==> src/common/smi_regs.svh <==
`ifndef SMI_REGS_SVH
`define SMI_REGS_SVH
// Register offsets and banks
`define SMI_OFF_SETUP 4'h0
`define SMI_OFF_BASE  4'h2
`define SMI_OFF_MINFO 4'h8
`define SMI_OFF_MCFG  4'ha
`define SMI_OFF_DATA  4'hc
`define SMI_OFF_BANK  4'he
`define SMI_BANK_MEM  3'h0
`define SMI_BANK_CFG  3'h1
`define SMI_BANK_DATA 3'h2
// Memory figures, units of 256 x M bytes
`define SMI_MEM_SIZE  8'h12
`define SMI_MULT_CODE 3'h1
`define SMI_MMU_RESET 3'h2
// Reset values
`define SMI_BASE_RST  16'h1867
`define SMI_RSV_LOW   3'h6
// Timing
`define SMI_CLK_NS    10
`define SMI_TICK_NS   50
`define SMI_DIV_CNT   (`SMI_TICK_NS / `SMI_CLK_NS)
`define SMI_WAIT_TICK 3'h3
// Boot ROM sizes
`define SMI_ROM_OFF   2'h0
`define SMI_ROM_16K   2'h1
`define SMI_ROM_32K   2'h2
`define SMI_ROM_64K   2'h3
`endif

==> src/common/smi_pkg.sv <==
package smi_pkg;
  typedef struct packed {
    logic       zero15;
    logic [1:0] rsv14;
    logic       no_wait;
    logic       rsv11;
    logic       full_step;
    logic       low_squelch_select;
    logic       port_select;
    logic       wide_bus;
    logic       link_test_disable;
    logic [2:0] rsv5;
    logic [1:0] irq_pin_select;
    logic       rsv0;
  } smi_setup_s;
  typedef struct packed {
    logic [2:0] io_hi;
    logic [4:0] io_lo;
    logic [1:0] rom_size;
    logic [4:0] boot_rom_base_bits;
    logic       rsv0;
  } smi_base_s;
  typedef struct packed {
    logic [15:0] addr;
    logic        rd_n;
    logic        wr_n;
    logic [15:0] din;
  } smi_io_s;
  typedef enum logic [1:0] {
    SMI_W_IDLE = 2'b01,
    SMI_W_HOLD = 2'b10
  } smi_wait_e;
endpackage : smi_pkg

==> src/smi_io_decode.sv <==
`timescale 1ns/1ps
`default_nettype none
`include "smi_regs.svh"
module smi_io_decode (
  input  wire logic [15:0]       io_addr,
  input  wire smi_pkg::smi_base_s base,
  input  wire logic [19:0]       mem_addr,
  input  wire logic              mem_read_n,
  output logic                   io_hit,
  output logic                   rom_hit
);
  function automatic logic rom_match(
    input smi_pkg::smi_base_s b, input logic [19:0] a);
    logic m;
    m = 1'b0;
    unique case (b.rom_size)
      `SMI_ROM_OFF: m = 1'b0;
      `SMI_ROM_16K: m = a[18:14] == b.boot_rom_base_bits;
      `SMI_ROM_32K: m = a[18:15] == b.boot_rom_base_bits[4:1];
      `SMI_ROM_64K: m = a[18:16] == b.boot_rom_base_bits[4:2];
    endcase
    return m;
  endfunction : rom_match

  // Full 64k decode down to a 16-location window
  assign io_hit = (io_addr[15:13] == base.io_hi) &&
                  (io_addr[9:5] == base.io_lo) &&
                  (io_addr[12:10] == 3'h0) && !io_addr[4];
  // Memory reads only, with A19 high
  assign rom_hit = !mem_read_n && mem_addr[19] &&
                   rom_match(base, mem_addr);
endmodule : smi_io_decode
`default_nettype wire

==> src/smi_top.sv <==
// Overview of operation
// - Memory size field always reads 12h
// - Free memory resets to full size
// - Memory quantities in 256-byte units
// - Zero reservation: receive allocation never denied
// - Deny receive when free at most reservation
// - Reservation cleared by reset, kept by MMU reset
// - Bits 11..9 read-only multiplier code 001
// - Wait states unless no-wait, data port excepted
// - Full-step applies only with AUI selected
// - Squelch select: set 240mV, clear 400mV
// - Port select: set AUI, clear twisted pair
// - Bus width forced high by low strap
// - Link test off: link good, LED on
// - Link failed: status low, no cable data
// - Select one of four interrupt pins
// - Decode I/O base with zero gap bits
// - ROM size selects compared address bits
// - ROM hit on memory read, A19 high
// - Base register defaults 1867h, EEPROM loadable
// - Setup register loaded and stored by EEPROM
// - Soft reset keeps setup and base
// - MMU reset command restores free memory
`timescale 1ns/1ps
`default_nettype none
`include "smi_regs.svh"
module smi_top (
  input  wire logic              clk,
  input  wire logic              rst_b,
  input  wire smi_pkg::smi_io_s  io,
  output logic [15:0]            io_dout_q,
  output logic                   io_doe_b_q,
  output logic                   iochrdy_q,
  input  wire logic [19:0]       mem_addr,
  input  wire logic              mem_read_n,
  output logic                   rom_sel_q,
  input  wire logic              data_not_ready,
  input  wire logic              wide_bus_strap_n,
  input  wire logic              soft_rst,
  input  wire logic              mmu_cmd_valid,
  input  wire logic [2:0]        mmu_cmd,
  input  wire logic [7:0]        alloc_pages,
  input  wire logic [7:0]        release_pages,
  output logic                   rx_deny_q,
  input  wire logic              ee_load,
  input  wire logic              ee_load_base,
  input  wire logic [15:0]       ee_word,
  output logic [15:0]            ee_setup_img_q,
  output logic [15:0]            ee_base_img_q,
  input  wire logic              link_fail,
  output logic                   link_good_q,
  output logic                   link_led_q,
  output logic                   link_pulse_en_q,
  output logic                   cable_tx_en_q,
  output logic                   aui_sel_q,
  output logic                   full_step_q,
  output logic                   low_squelch_q,
  output logic                   bus16_q,
  input  wire logic              irq_core,
  output logic [3:0]             irq_out_q,
  output logic [3:0]             irq_oe_b_q
);
  smi_pkg::smi_setup_s setup_q;
  smi_pkg::smi_base_s  base_q;
  logic [7:0]          free_q;
  logic [7:0]          reserve_q;
  logic [2:0]          bank_q;
  logic                acc_q;
  logic                io_hit;
  logic                rom_hit;
  logic                rdy;

  wire acc     = !io.rd_n || !io.wr_n;
  wire start   = acc && !acc_q && io_hit;
  wire wr_go   = start && !io.wr_n;
  wire [3:0] off = io.addr[3:0];
  wire mmu_rst = mmu_cmd_valid && (mmu_cmd == `SMI_MMU_RESET);
  wire strap_w = !wide_bus_strap_n;

  function automatic logic sel(input logic [2:0] b,
                               input logic [3:0] o,
                               input logic [2:0] wb,
                               input logic [3:0] wo);
    return (o == wo) && (o == `SMI_OFF_BANK || b == wb);
  endfunction : sel

  // Setup image with constant fields and strap forcing
  function automatic smi_pkg::smi_setup_s setup_fix(
    input smi_pkg::smi_setup_s s, input logic strap);
    smi_pkg::smi_setup_s r;
    r       = s;
    r.zero15 = 1'b0;
    r.rsv14  = 2'h0;
    r.rsv11  = 1'b0;
    r.rsv5   = `SMI_RSV_LOW;
    r.rsv0   = 1'b0;
    r.wide_bus = s.wide_bus || strap;
    return r;
  endfunction : setup_fix

  smi_pkg::smi_setup_s setup_rd;
  assign setup_rd = setup_fix(setup_q, strap_w);

  smi_io_decode u_dec (
    .io_addr    (io.addr),
    .base       (base_q),
    .mem_addr   (mem_addr),
    .mem_read_n (mem_read_n),
    .io_hit     (io_hit),
    .rom_hit    (rom_hit)
  );

  wire data_acc = acc && io_hit && bank_q == `SMI_BANK_DATA &&
                  off == `SMI_OFF_DATA;

  smi_wait_gen u_wait (
    .clk       (clk),
    .rst_b     (rst_b),
    .start     (start),
    .no_wait   (setup_q.no_wait),
    .data_hold (data_acc && data_not_ready),
    .rdy_q     (rdy)
  );

  always_ff @(posedge clk or negedge rst_b) begin
    if (!rst_b) acc_q <= 1'b0;
    else acc_q <= acc;
  end

  // Bank select
  always_ff @(posedge clk or negedge rst_b) begin
    if (!rst_b) bank_q <= `SMI_BANK_MEM;
    else if (soft_rst) bank_q <= `SMI_BANK_MEM;
    else if (wr_go && off == `SMI_OFF_BANK) bank_q <= io.din[2:0];
  end

  // Setup register: host write, EEPROM load, kept on soft reset
  always_ff @(posedge clk or negedge rst_b) begin
    if (!rst_b) begin
      setup_q      <= '0;
      setup_q.rsv5 <= `SMI_RSV_LOW;
    end else if (ee_load && !ee_load_base) begin
      setup_q <= setup_fix(smi_pkg::smi_setup_s'(ee_word), 1'b0);
    end else if (wr_go && sel(bank_q, off, `SMI_BANK_CFG,
                              `SMI_OFF_SETUP)) begin
      setup_q <= setup_fix(smi_pkg::smi_setup_s'(io.din), 1'b0);
    end
  end

  // Base register: defaults, EEPROM load, host write
  always_ff @(posedge clk or negedge rst_b) begin
    if (!rst_b) begin
      base_q <= smi_pkg::smi_base_s'(`SMI_BASE_RST);
    end else if (ee_load && ee_load_base) begin
      base_q <= smi_pkg::smi_base_s'(ee_word);
    end else if (wr_go && sel(bank_q, off, `SMI_BANK_CFG,
                              `SMI_OFF_BASE)) begin
      base_q <= smi_pkg::smi_base_s'(io.din);
    end
  end

  // Reservation for transmit, untouched by MMU reset
  always_ff @(posedge clk or negedge rst_b) begin
    if (!rst_b) reserve_q <= 8'h0;
    else if (soft_rst) reserve_q <= 8'h0;
    else if (wr_go && sel(bank_q, off, `SMI_BANK_MEM,
                          `SMI_OFF_MCFG)) reserve_q <= io.din[7:0];
  end

  // Free pages, reloaded to full size
  always_ff @(posedge clk or negedge rst_b) begin
    if (!rst_b) free_q <= `SMI_MEM_SIZE;
    else if (mmu_rst || soft_rst) free_q <= `SMI_MEM_SIZE;
    else free_q <= free_q - alloc_pages + release_pages;
  end

  // Receive allocation gate
  always_ff @(posedge clk or negedge rst_b) begin
    if (!rst_b) rx_deny_q <= 1'b0;
    else rx_deny_q <= (reserve_q != 8'h0) && (free_q <= reserve_q);
  end

  // Read data path; unmapped offsets read zero
  logic [15:0] rd_word;
  always_comb begin
    rd_word = 16'h0;
    if (sel(bank_q, off, `SMI_BANK_CFG, `SMI_OFF_SETUP))
      rd_word = setup_rd;
    else if (sel(bank_q, off, `SMI_BANK_CFG, `SMI_OFF_BASE))
      rd_word = base_q;
    else if (sel(bank_q, off, `SMI_BANK_MEM, `SMI_OFF_MINFO))
      rd_word = {`SMI_MEM_SIZE, free_q};
    else if (sel(bank_q, off, `SMI_BANK_MEM, `SMI_OFF_MCFG))
      rd_word = {4'h0, `SMI_MULT_CODE, 1'b0, reserve_q};
    else if (off == `SMI_OFF_BANK)
      rd_word = {13'h0, bank_q};
  end

  always_ff @(posedge clk or negedge rst_b) begin
    if (!rst_b) begin
      io_dout_q  <= 16'h0;
      io_doe_b_q <= 1'b1;
    end else begin
      io_dout_q  <= rd_word;
      io_doe_b_q <= !(!io.rd_n && io_hit);
    end
  end

  always_ff @(posedge clk or negedge rst_b) begin
    if (!rst_b) iochrdy_q <= 1'b1;
    else iochrdy_q <= rdy && !(start && (!setup_q.no_wait || data_acc && data_not_ready));
  end

  always_ff @(posedge clk or negedge rst_b) begin
    if (!rst_b) rom_sel_q <= 1'b0;
    else rom_sel_q <= rom_hit;
  end

  // EEPROM store images
  always_ff @(posedge clk or negedge rst_b) begin
    if (!rst_b) begin
      ee_setup_img_q <= 16'h0;
      ee_base_img_q  <= `SMI_BASE_RST;
    end else begin
      ee_setup_img_q <= setup_rd;
      ee_base_img_q  <= base_q;
    end
  end

  // Network port and link controls
  always_ff @(posedge clk or negedge rst_b) begin
    if (!rst_b) begin
      aui_sel_q       <= 1'b0;
      full_step_q     <= 1'b0;
      low_squelch_q   <= 1'b0;
      bus16_q         <= 1'b0;
      link_good_q     <= 1'b0;
      link_led_q      <= 1'b0;
      link_pulse_en_q <= 1'b0;
      cable_tx_en_q   <= 1'b0;
    end else begin
      aui_sel_q     <= setup_q.port_select;
      full_step_q   <= setup_q.full_step && setup_q.port_select;
      low_squelch_q <= setup_q.low_squelch_select;
      bus16_q       <= setup_rd.wide_bus;
      link_good_q     <= setup_q.link_test_disable || !link_fail;
      link_led_q      <= setup_q.link_test_disable || !link_fail;
      link_pulse_en_q <= !setup_q.link_test_disable;
      cable_tx_en_q   <= setup_q.link_test_disable || !link_fail;
    end
  end

  // One driven interrupt pin, others released
  for (genvar i = 0; i < 4; i++) begin : g_irq
    always_ff @(posedge clk or negedge rst_b) begin
      if (!rst_b) begin
        irq_out_q[i]  <= 1'b0;
        irq_oe_b_q[i] <= (i != 0);
      end else begin
        irq_out_q[i]  <= (setup_q.irq_pin_select == 2'(i)) && irq_core;
        irq_oe_b_q[i] <= setup_q.irq_pin_select != 2'(i);
      end
    end
  end

  wire minfo_rd = !io.rd_n && io_hit &&
                  sel(bank_q, off, `SMI_BANK_MEM, `SMI_OFF_MINFO);
  wire mcfg_rd  = !io.rd_n && io_hit &&
                  sel(bank_q, off, `SMI_BANK_MEM, `SMI_OFF_MCFG);
endmodule : smi_top
`default_nettype wire

==> src/smi_wait_gen.sv <==
`timescale 1ns/1ps
`default_nettype none
`include "smi_regs.svh"
module smi_wait_gen (
  input  wire logic clk,
  input  wire logic rst_b,
  input  wire logic start,
  input  wire logic no_wait,
  input  wire logic data_hold,
  output logic      rdy_q
);
  logic [2:0]        div_q;
  logic [2:0]        tick_q;
  logic              skip_q;
  smi_pkg::smi_wait_e st_q;
  wire tick     = (div_q == 3'(`SMI_DIV_CNT - 1));
  wire pre_tick = (div_q == 3'(`SMI_DIV_CNT - 2));

  // 20 MHz enable from the 100 MHz clock
  always_ff @(posedge clk or negedge rst_b) begin
    if (!rst_b) div_q <= 3'h0;
    else if (tick) div_q <= 3'h0;
    else div_q <= div_q + 3'h1;
  end

  // Stretch 2-3 ticks, or only a busy data port when no_wait
  always_ff @(posedge clk or negedge rst_b) begin
    if (!rst_b) begin
      st_q   <= smi_pkg::SMI_W_IDLE;
      rdy_q  <= 1'b1;
      tick_q <= 3'h0;
      skip_q <= 1'b0;
    end else begin
      unique case (st_q)
        smi_pkg::SMI_W_IDLE: if (start && (!no_wait || data_hold)) begin
          st_q   <= smi_pkg::SMI_W_HOLD;
          rdy_q  <= 1'b0;
          tick_q <= 3'h0;
          skip_q <= no_wait;
        end
        smi_pkg::SMI_W_HOLD: begin
          if (tick && tick_q != `SMI_WAIT_TICK) tick_q <= tick_q + 3'h1;
          // Leave a cycle before the last tick, the output flop adds one
          if ((skip_q || tick_q == `SMI_WAIT_TICK ||
               (pre_tick && tick_q == `SMI_WAIT_TICK - 3'h1)) && !data_hold) begin
            st_q  <= smi_pkg::SMI_W_IDLE;
            rdy_q <= 1'b1;
          end
        end
      endcase
    end
  end
endmodule : smi_wait_gen
`default_nettype wire

==> config.mk <==
export PLATFORM = sky130hd
export DESIGN_NAME = smi_top
export DESIGN_NICKNAME = d
export VERILOG_FILES = /design/src/common/smi_pkg.sv /design/src/smi_io_decode.sv /design/src/smi_top.sv /design/src/smi_wait_gen.sv
export VERILOG_INCLUDE_DIRS = /design/src /design/src/common
export SDC_FILE = /design/constraint.sdc
export NUM_CORES = 1
export LEC_CHECK = 0
export ABC_AREA = 1
export BUFFER_PORTS_ARGS = -buffer_cell sky130_fd_sc_hd__buf_2
export CAP_MARGIN = 20
export CORE_ASPECT_RATIO = 1.75
export CORE_MARGIN = 5
export CORE_UTILIZATION = 32
export CTS_CLUSTER_SIZE = 30
export DETAILED_ROUTE_END_ITERATION = 10
export PLACE_DENSITY = 0.53
export REMOVE_ABC_BUFFERS = 1
export SYNTH_ARGS = -nofsm -noshare
export SYNTH_HDL_FRONTEND = slang
export SYNTH_SLANG_ARGS = --single-unit
==> constraint.sdc <==
create_clock -name clk -period 6.63 [get_ports clk]
set_clock_uncertainty 0.1 [all_clocks]
set_input_delay 0.663 -clock clk [delete_from_list [all_inputs] [get_ports clk]]
set_output_delay 0.663 -clock clk [all_outputs]
set_load 0.05 [all_outputs]
# Yosys cells after proc, flatten, opt, wreduce, memory -nomap -nowiden
# Index checks and enable logic that the tools add are counted.
# totals
ff_bits,114
output_inout_bits,68
# classes
n_mux,25
addsub,4
n_eq_ne,32
reduce_logical,71
magnitude_cmp,1
# ops
operator,n
16-bit two-way mux,4
13-bit two-way mux,3
1-bit logical AND,35
8-bit two-way mux,3
3-bit two-way mux,6
"4-bit == test, second input constant",4
"3-bit by 2-bit == test with 1-bit output, second input constant",5
1-bit logical NOT,13
"2-bit == test, second input constant",5
5-bit == test,2
10-bit two-way mux,1
2-bit nonzero test,5
1-bit logical OR,9
8-bit adder,1
8-bit <= comparator,1
8-bit nonzero test,1
8-bit subtractor,1
"3-bit by 1-bit adder with 3-bit output, second input constant",2
"2-bit by 1-bit == test with 1-bit output, second input constant",3
3-bit == test,2
3-bit logical NOT,2
"2-bit by 1-bit != test with 1-bit output, second input constant",3
"2-bit != test, second input constant",3
3-bit case mux with 2 select lines,1
other kinds (13),18

# Depth between registers and ports, before layout
# depth
depth_word,12
depth_mapped,12

# Modules after synthesis
# A second synthesis with hierarchy kept.
# unflattened
hier_cells,676
hier_area_um2,5636.7
# modules_own_cells
module,instances,area_per_inst_um2,cells_per_inst,seq_area_each_um2
smi_top,1,4865.9,556,2528.7
smi_wait_gen,1,495.5,56,226.5
smi_io_decode,1,275.3,64,0.0

# Least setup slack after synthesis
# Ideal clock, no wire load.
# synth_timing
path_type,input-to-reg
startpoint,in release_pages[1]
endpoint,reg free_q[6]
path_stages,9
arrival_ps,2296
t_required_ps,6452
setup_slack_ps,4156
cell_sequence,inv_1 -> fa_1 -> fa_1 -> o21ai_0 -> nand2_1 -> nand2_1 -> nand2_1 -> a21o_1 -> a21oi_1
# synth_between
elab_chain_len,2
# synth_rtl
element,line,rtl
"start, declared",smi_top.sv:43,"input wire logic [7:0] release_pages,"
8-bit adder,smi_top.sv:174,else free_q <= free_q - alloc_pages + release_pages;
8-bit two-way mux,smi_top.sv:173,else if (mmu_rst || soft_rst) free_q <= `SMI_MEM_SIZE;
"end signal, assigned",smi_top.sv:172,if (!rst_b) free_q <= `SMI_MEM_SIZE;
"end signal, assigned",smi_top.sv:173,
"end signal, assigned",smi_top.sv:174,
"end, declared",smi_top.sv:65,logic [7:0] free_q;
# Every way passes these cells.
# A chain may end at the register's enable or synchronous reset.

# Final worst setup path
# layout_timing
startpoint,reg free_q[1]
endpoint,reg free_q[6]
# layout_between
elab_chain_len,3
# layout_rtl
element,line
8-bit subtractor,smi_top.sv:174
8-bit adder,smi_top.sv:174
8-bit two-way mux,smi_top.sv:173
# Every way passes these cells.

==> qor_table.md <==
| Step | Quantity | Reported |
|---|---|---|
| sta | Sum Neg Setup Slack | 0 ns |
| cells and area | Number of nets in the final layout | 924 |
| critical path | CP cell instances | inv_1, fa_1, fa_1, o21ai_0, nand2_1, nand2_1, nand2_1, a21o_1, a21oi_1 |
| sta | Time the worst path needs with I/O delays and setup | 2.54 ns |
| cts | H-tree levels | 3 |
| logic synthesis | Mean instance size in the synthesized netlist | 8.60 sq um |
| floorplanning | Top-level port count | 168 |
| power and ir drop | Static leakage power | 3.80 nW |
| floorplanning | X dimension of the die | 110 um |
| cts | Clock latency on the worst-skew pair | 0.34 ns |
| logic synthesis | Fraction of the yosys area taken by sequential cells | 0.492 |
| critical path | Critical path arrival | 2.71 ns |
| sta | Transition at the pin with the smallest max-transition slack | 0.786 ns |
| critical path | Worst Setup End Kind | flip-flop |
| outcome | Run status | completed |
| sta | Hold Vio Cnt, Final | 0 |
| routing | Total DRC errors in the routed layout | 0 |
| cts | TritonCTS sink count | 109 |
| cells and area | Sequential cell area | 0.00276 sq mm |
| floorplanning | Effective utilization at floorplan | 0.322 |
| logic synthesis | Post-synth EDFFs | 0 |
| hold path | Hold WC Path Type | in2async |
| routing | Routed via count | 4579 |
| critical path | Start-to-end type of the worst setup path | reg2reg |
| sta | Setup violations, final | 0 |
| power and ir drop | Peak supply drop | 0.127 mV |
| place | Input/output buffers | 147 |
| routing | Avg WL per Cell | 14.7 um |
| routing | ANT nets after route | 0 |
| floorplanning | Die area | 0.0204 sq mm |
| logic synthesis | Post-synth design cell area | 0.00560 sq mm |
| critical path | Worst R2R Setup Slack | 4.09 ns |
| critical path | Endpoint of the worst register-to-register path | free_q[6] |
| sta | PnR worst setup slack | 4.09 ns |
| critical path | Required time at the endpoint of the critical path | 6.80 ns |
| logic synthesis | Async set or reset register ratio after synthesis | 1.00 |
| cells and area | Share of final-layout standard cells stronger than drive strength 1 | 0.274 |
| grt | Global-route wire length before repair | 23300 um |
| cts | Clock Pin Slew Worst Setup and Hold Paths | 0.08 ns |
| routing | Vias per cell | 4.44 |
| critical path | Most used cell, CP | sky130_fd_sc_hd__nand2_1 |
| cts | Longest Clk Path Bufs | 2 |
| critical path | Count of cells along the worst register-to-register path | 9 |
| cells and area | Number of diodes added for antenna fixing | 0 |
| logic synthesis | Ys flop type | sky130_fd_sc_hd__dfrtp_1 |
| place | Place WS | 3.87 ns |
| routing | Count of TritonRoute iterations in the first routing pass | 4 |
| sta | Unrepaired setup endpoints after global routing | no |
| grt | Largest net degree at the start of global routing | 59 |
| critical path | Crit path max fanout | 2 |
| logic synthesis | Cells after Synth | 651 |
| sta | Fmax achieved | 393 MHz |
| grt | Via count of the first global-routing pass | 4595 |
| critical path | Bufs and invs on worst path | 1 |
| cts | Clock tree from TritonCTS | done |
| sta | Ratio of final minimum period to clock period | 0.383 |
| power and ir drop | Power density of the placed cells | 293 mW/mm^2 |
| sta | Final max-slew violation count | 0 |
| cts | Clk root buf | sky130_fd_sc_hd__clkbuf_16 |
| cells and area | Area of the multi-input gates | 0.00230 sq mm |
| routing | Count of routing violations after the opening detailed-route iteration | 183 |
| sta | Slew margin rel. | 0.475 |
| critical path | Worst reg2reg startpoint | free_q[1] |
| grt | Initial antenna violation count | 1 |
| critical path | Critical path startpoint | free_q[1] |
| critical path | Max stage delay on crit path | 0.53 ns |
| logic synthesis | Count of yosys warnings during synthesis | 0 |
| critical path | Worst-path cell with the longest stage delay | sky130_fd_sc_hd__dfstp_2 |
| place | HPWL Detailed | 12200 um |
| place | Weighted congestion reported at the end of routability-driven placement | 0.858 |
| cells and area | Number of fillers in the final layout | 1834 |
| routing | Overall routed net length | 15100 um |
| grt | Total congestion overflow after global routing | 0 |
| floorplanning | Rows | 64 |
| cts | Inserted Clock Buffers | 9 |
| logic synthesis | Yosys cell types | 43 |
| cells and area | Area delta synth->final | 21.9% |
| cells and area | Most frequent cells in the layout | 164 x sky130_fd_sc_hd__nand2_1, 146 x sky130_fd_sc_hd__buf_2, 106 x sky130_fd_sc_hd__inv_1 |
| grt | Total GRT Usage | 0.151 |
| critical path | Launching element type of the critical path | flip-flop |
| logic synthesis | Number of storage elements in the synthesis netlist | 109 |
| cts | Number of buffers inserted for hold repair after clock tree synthesis | 0 |
| cts | Count of buffers added by post-CTS timing repair for setup | 0 |
| flow run | Max-cap violation count | 0 |
| cts | Resized cells post-CTS | 0 |
| floorplanning | Die height | 185 um |
| critical path | Top cell family by delay on the critical path | adder cells |
| floorplanning | Placeable core region | 0.0174 sq mm |
| cells and area | Most common cell after layout, fill and taps aside | sky130_fd_sc_hd__nand2_1 |
[metal layers]
layer / vias up / share of wire / global-route usage
met2: 101 / 0.57 / 0.292
met3: 16 / 0.043 / 0.0258
met4: 0 / 0.025 / 0.0499
met5: - / 0 / 0
li1: 2330 / - / -
met1: 2132 / 0.36 / 0.162
[sequential cells by signal (all words and copies together) (netlist names), 2 cells and up]
register / cells
u_wait.div_q: 3
base_q: 16
reserve_q: 8
bank_q: 3
io_dout_q: 16
u_wait.tick_q: 3
free_q: 8
ee_base_img_q: 16
u_wait.st_q: 2
ee_setup_img_q: 9
irq_out_q: 4
irq_oe_b_q: 4
setup_q: 8
[power breakdown]
group          internal, mW  total [mW]  switching (mW)
combinational         0.196       0.614           0.418
clock                 0.300       0.561           0.261
sequential            0.763       0.823          0.0596
total                  1.26        2.00           0.738
[how the worst max path moves through the flow]
| stage | endpoint | cells past startpoint |
|---|---|---|
| after detailed placement | free_q[6] | 9 |
| after floorplan | free_q[6] | 9 |
| final | free_q[6] | 9 |
| after global routing | free_q[6] | 9 |
| after CTS | free_q[6] | 9 |
| after global placement | free_q[6] | 9 |
[Yosys cell counts, drive strengths merged (3+ instances only)]
master / instances / area share
a21oi: 24 / 0.022
buf: 16 / 0.022
clkbuf: 5 / 0.0034
dfrtp: 87 / 0.39
dfstp: 22 / 0.10
fa: 7 / 0.025
ha: 22 / 0.049
inv: 109 / 0.073
mux2: 7 / 0.014
nand2: 177 / 0.13
nand3: 52 / 0.047
nand4: 15 / 0.023
nor2: 46 / 0.036
o21ai: 33 / 0.029
o221ai: 4 / 0.0063
xnor2: 3 / 0.0047
xor2: 4 / 0.0063
[layout make-up]
class	instances	share of cell area
Inverter	111	0.0610
Sequential cell	109	0.404
Clock inverter	7	0.0121
Multi-Input combinational cell	415	0.338
Clock buffer	9	0.0330
Timing Repair Buffer	149	0.110
Tap cell	231	0.0423
[cell families (layout without fill, tap and decap cells)]
kind of cell | count (synthesis) | count (layout) | share of synthesized area
other | 2 | 7 | 0.00134
DFF | 109 | 109 | 0.492
adders and majority gates | 29 | 29 | 0.0742
xor gates and xnor gates | 7 | 7 | 0.0109
muxes | 7 | 7 | 0.0141
buffers and inverters | 132 | 276 | 0.0999
AOI/OAI and AO/OA | 70 | 70 | 0.0702
and+or+nand+nor | 295 | 295 | 0.237
[per-stage QoR]
step	cell area [sq um]	instances	util	hold slack (ns)	power (mW)
floorplan	5480	635	-	0.259	1.28
global placement	6520	1015	0.375	0.263	1.45
detailed placement	6520	1015	0.375	0.265	1.46
CTS	6830	1031	0.393	0.242	2.03
global route	6830	1031	0.393	0.270	2.13
finish	6830	1031	0.393	0.223	2.00
No activity file was read; power rests on OpenSTA's default activity.
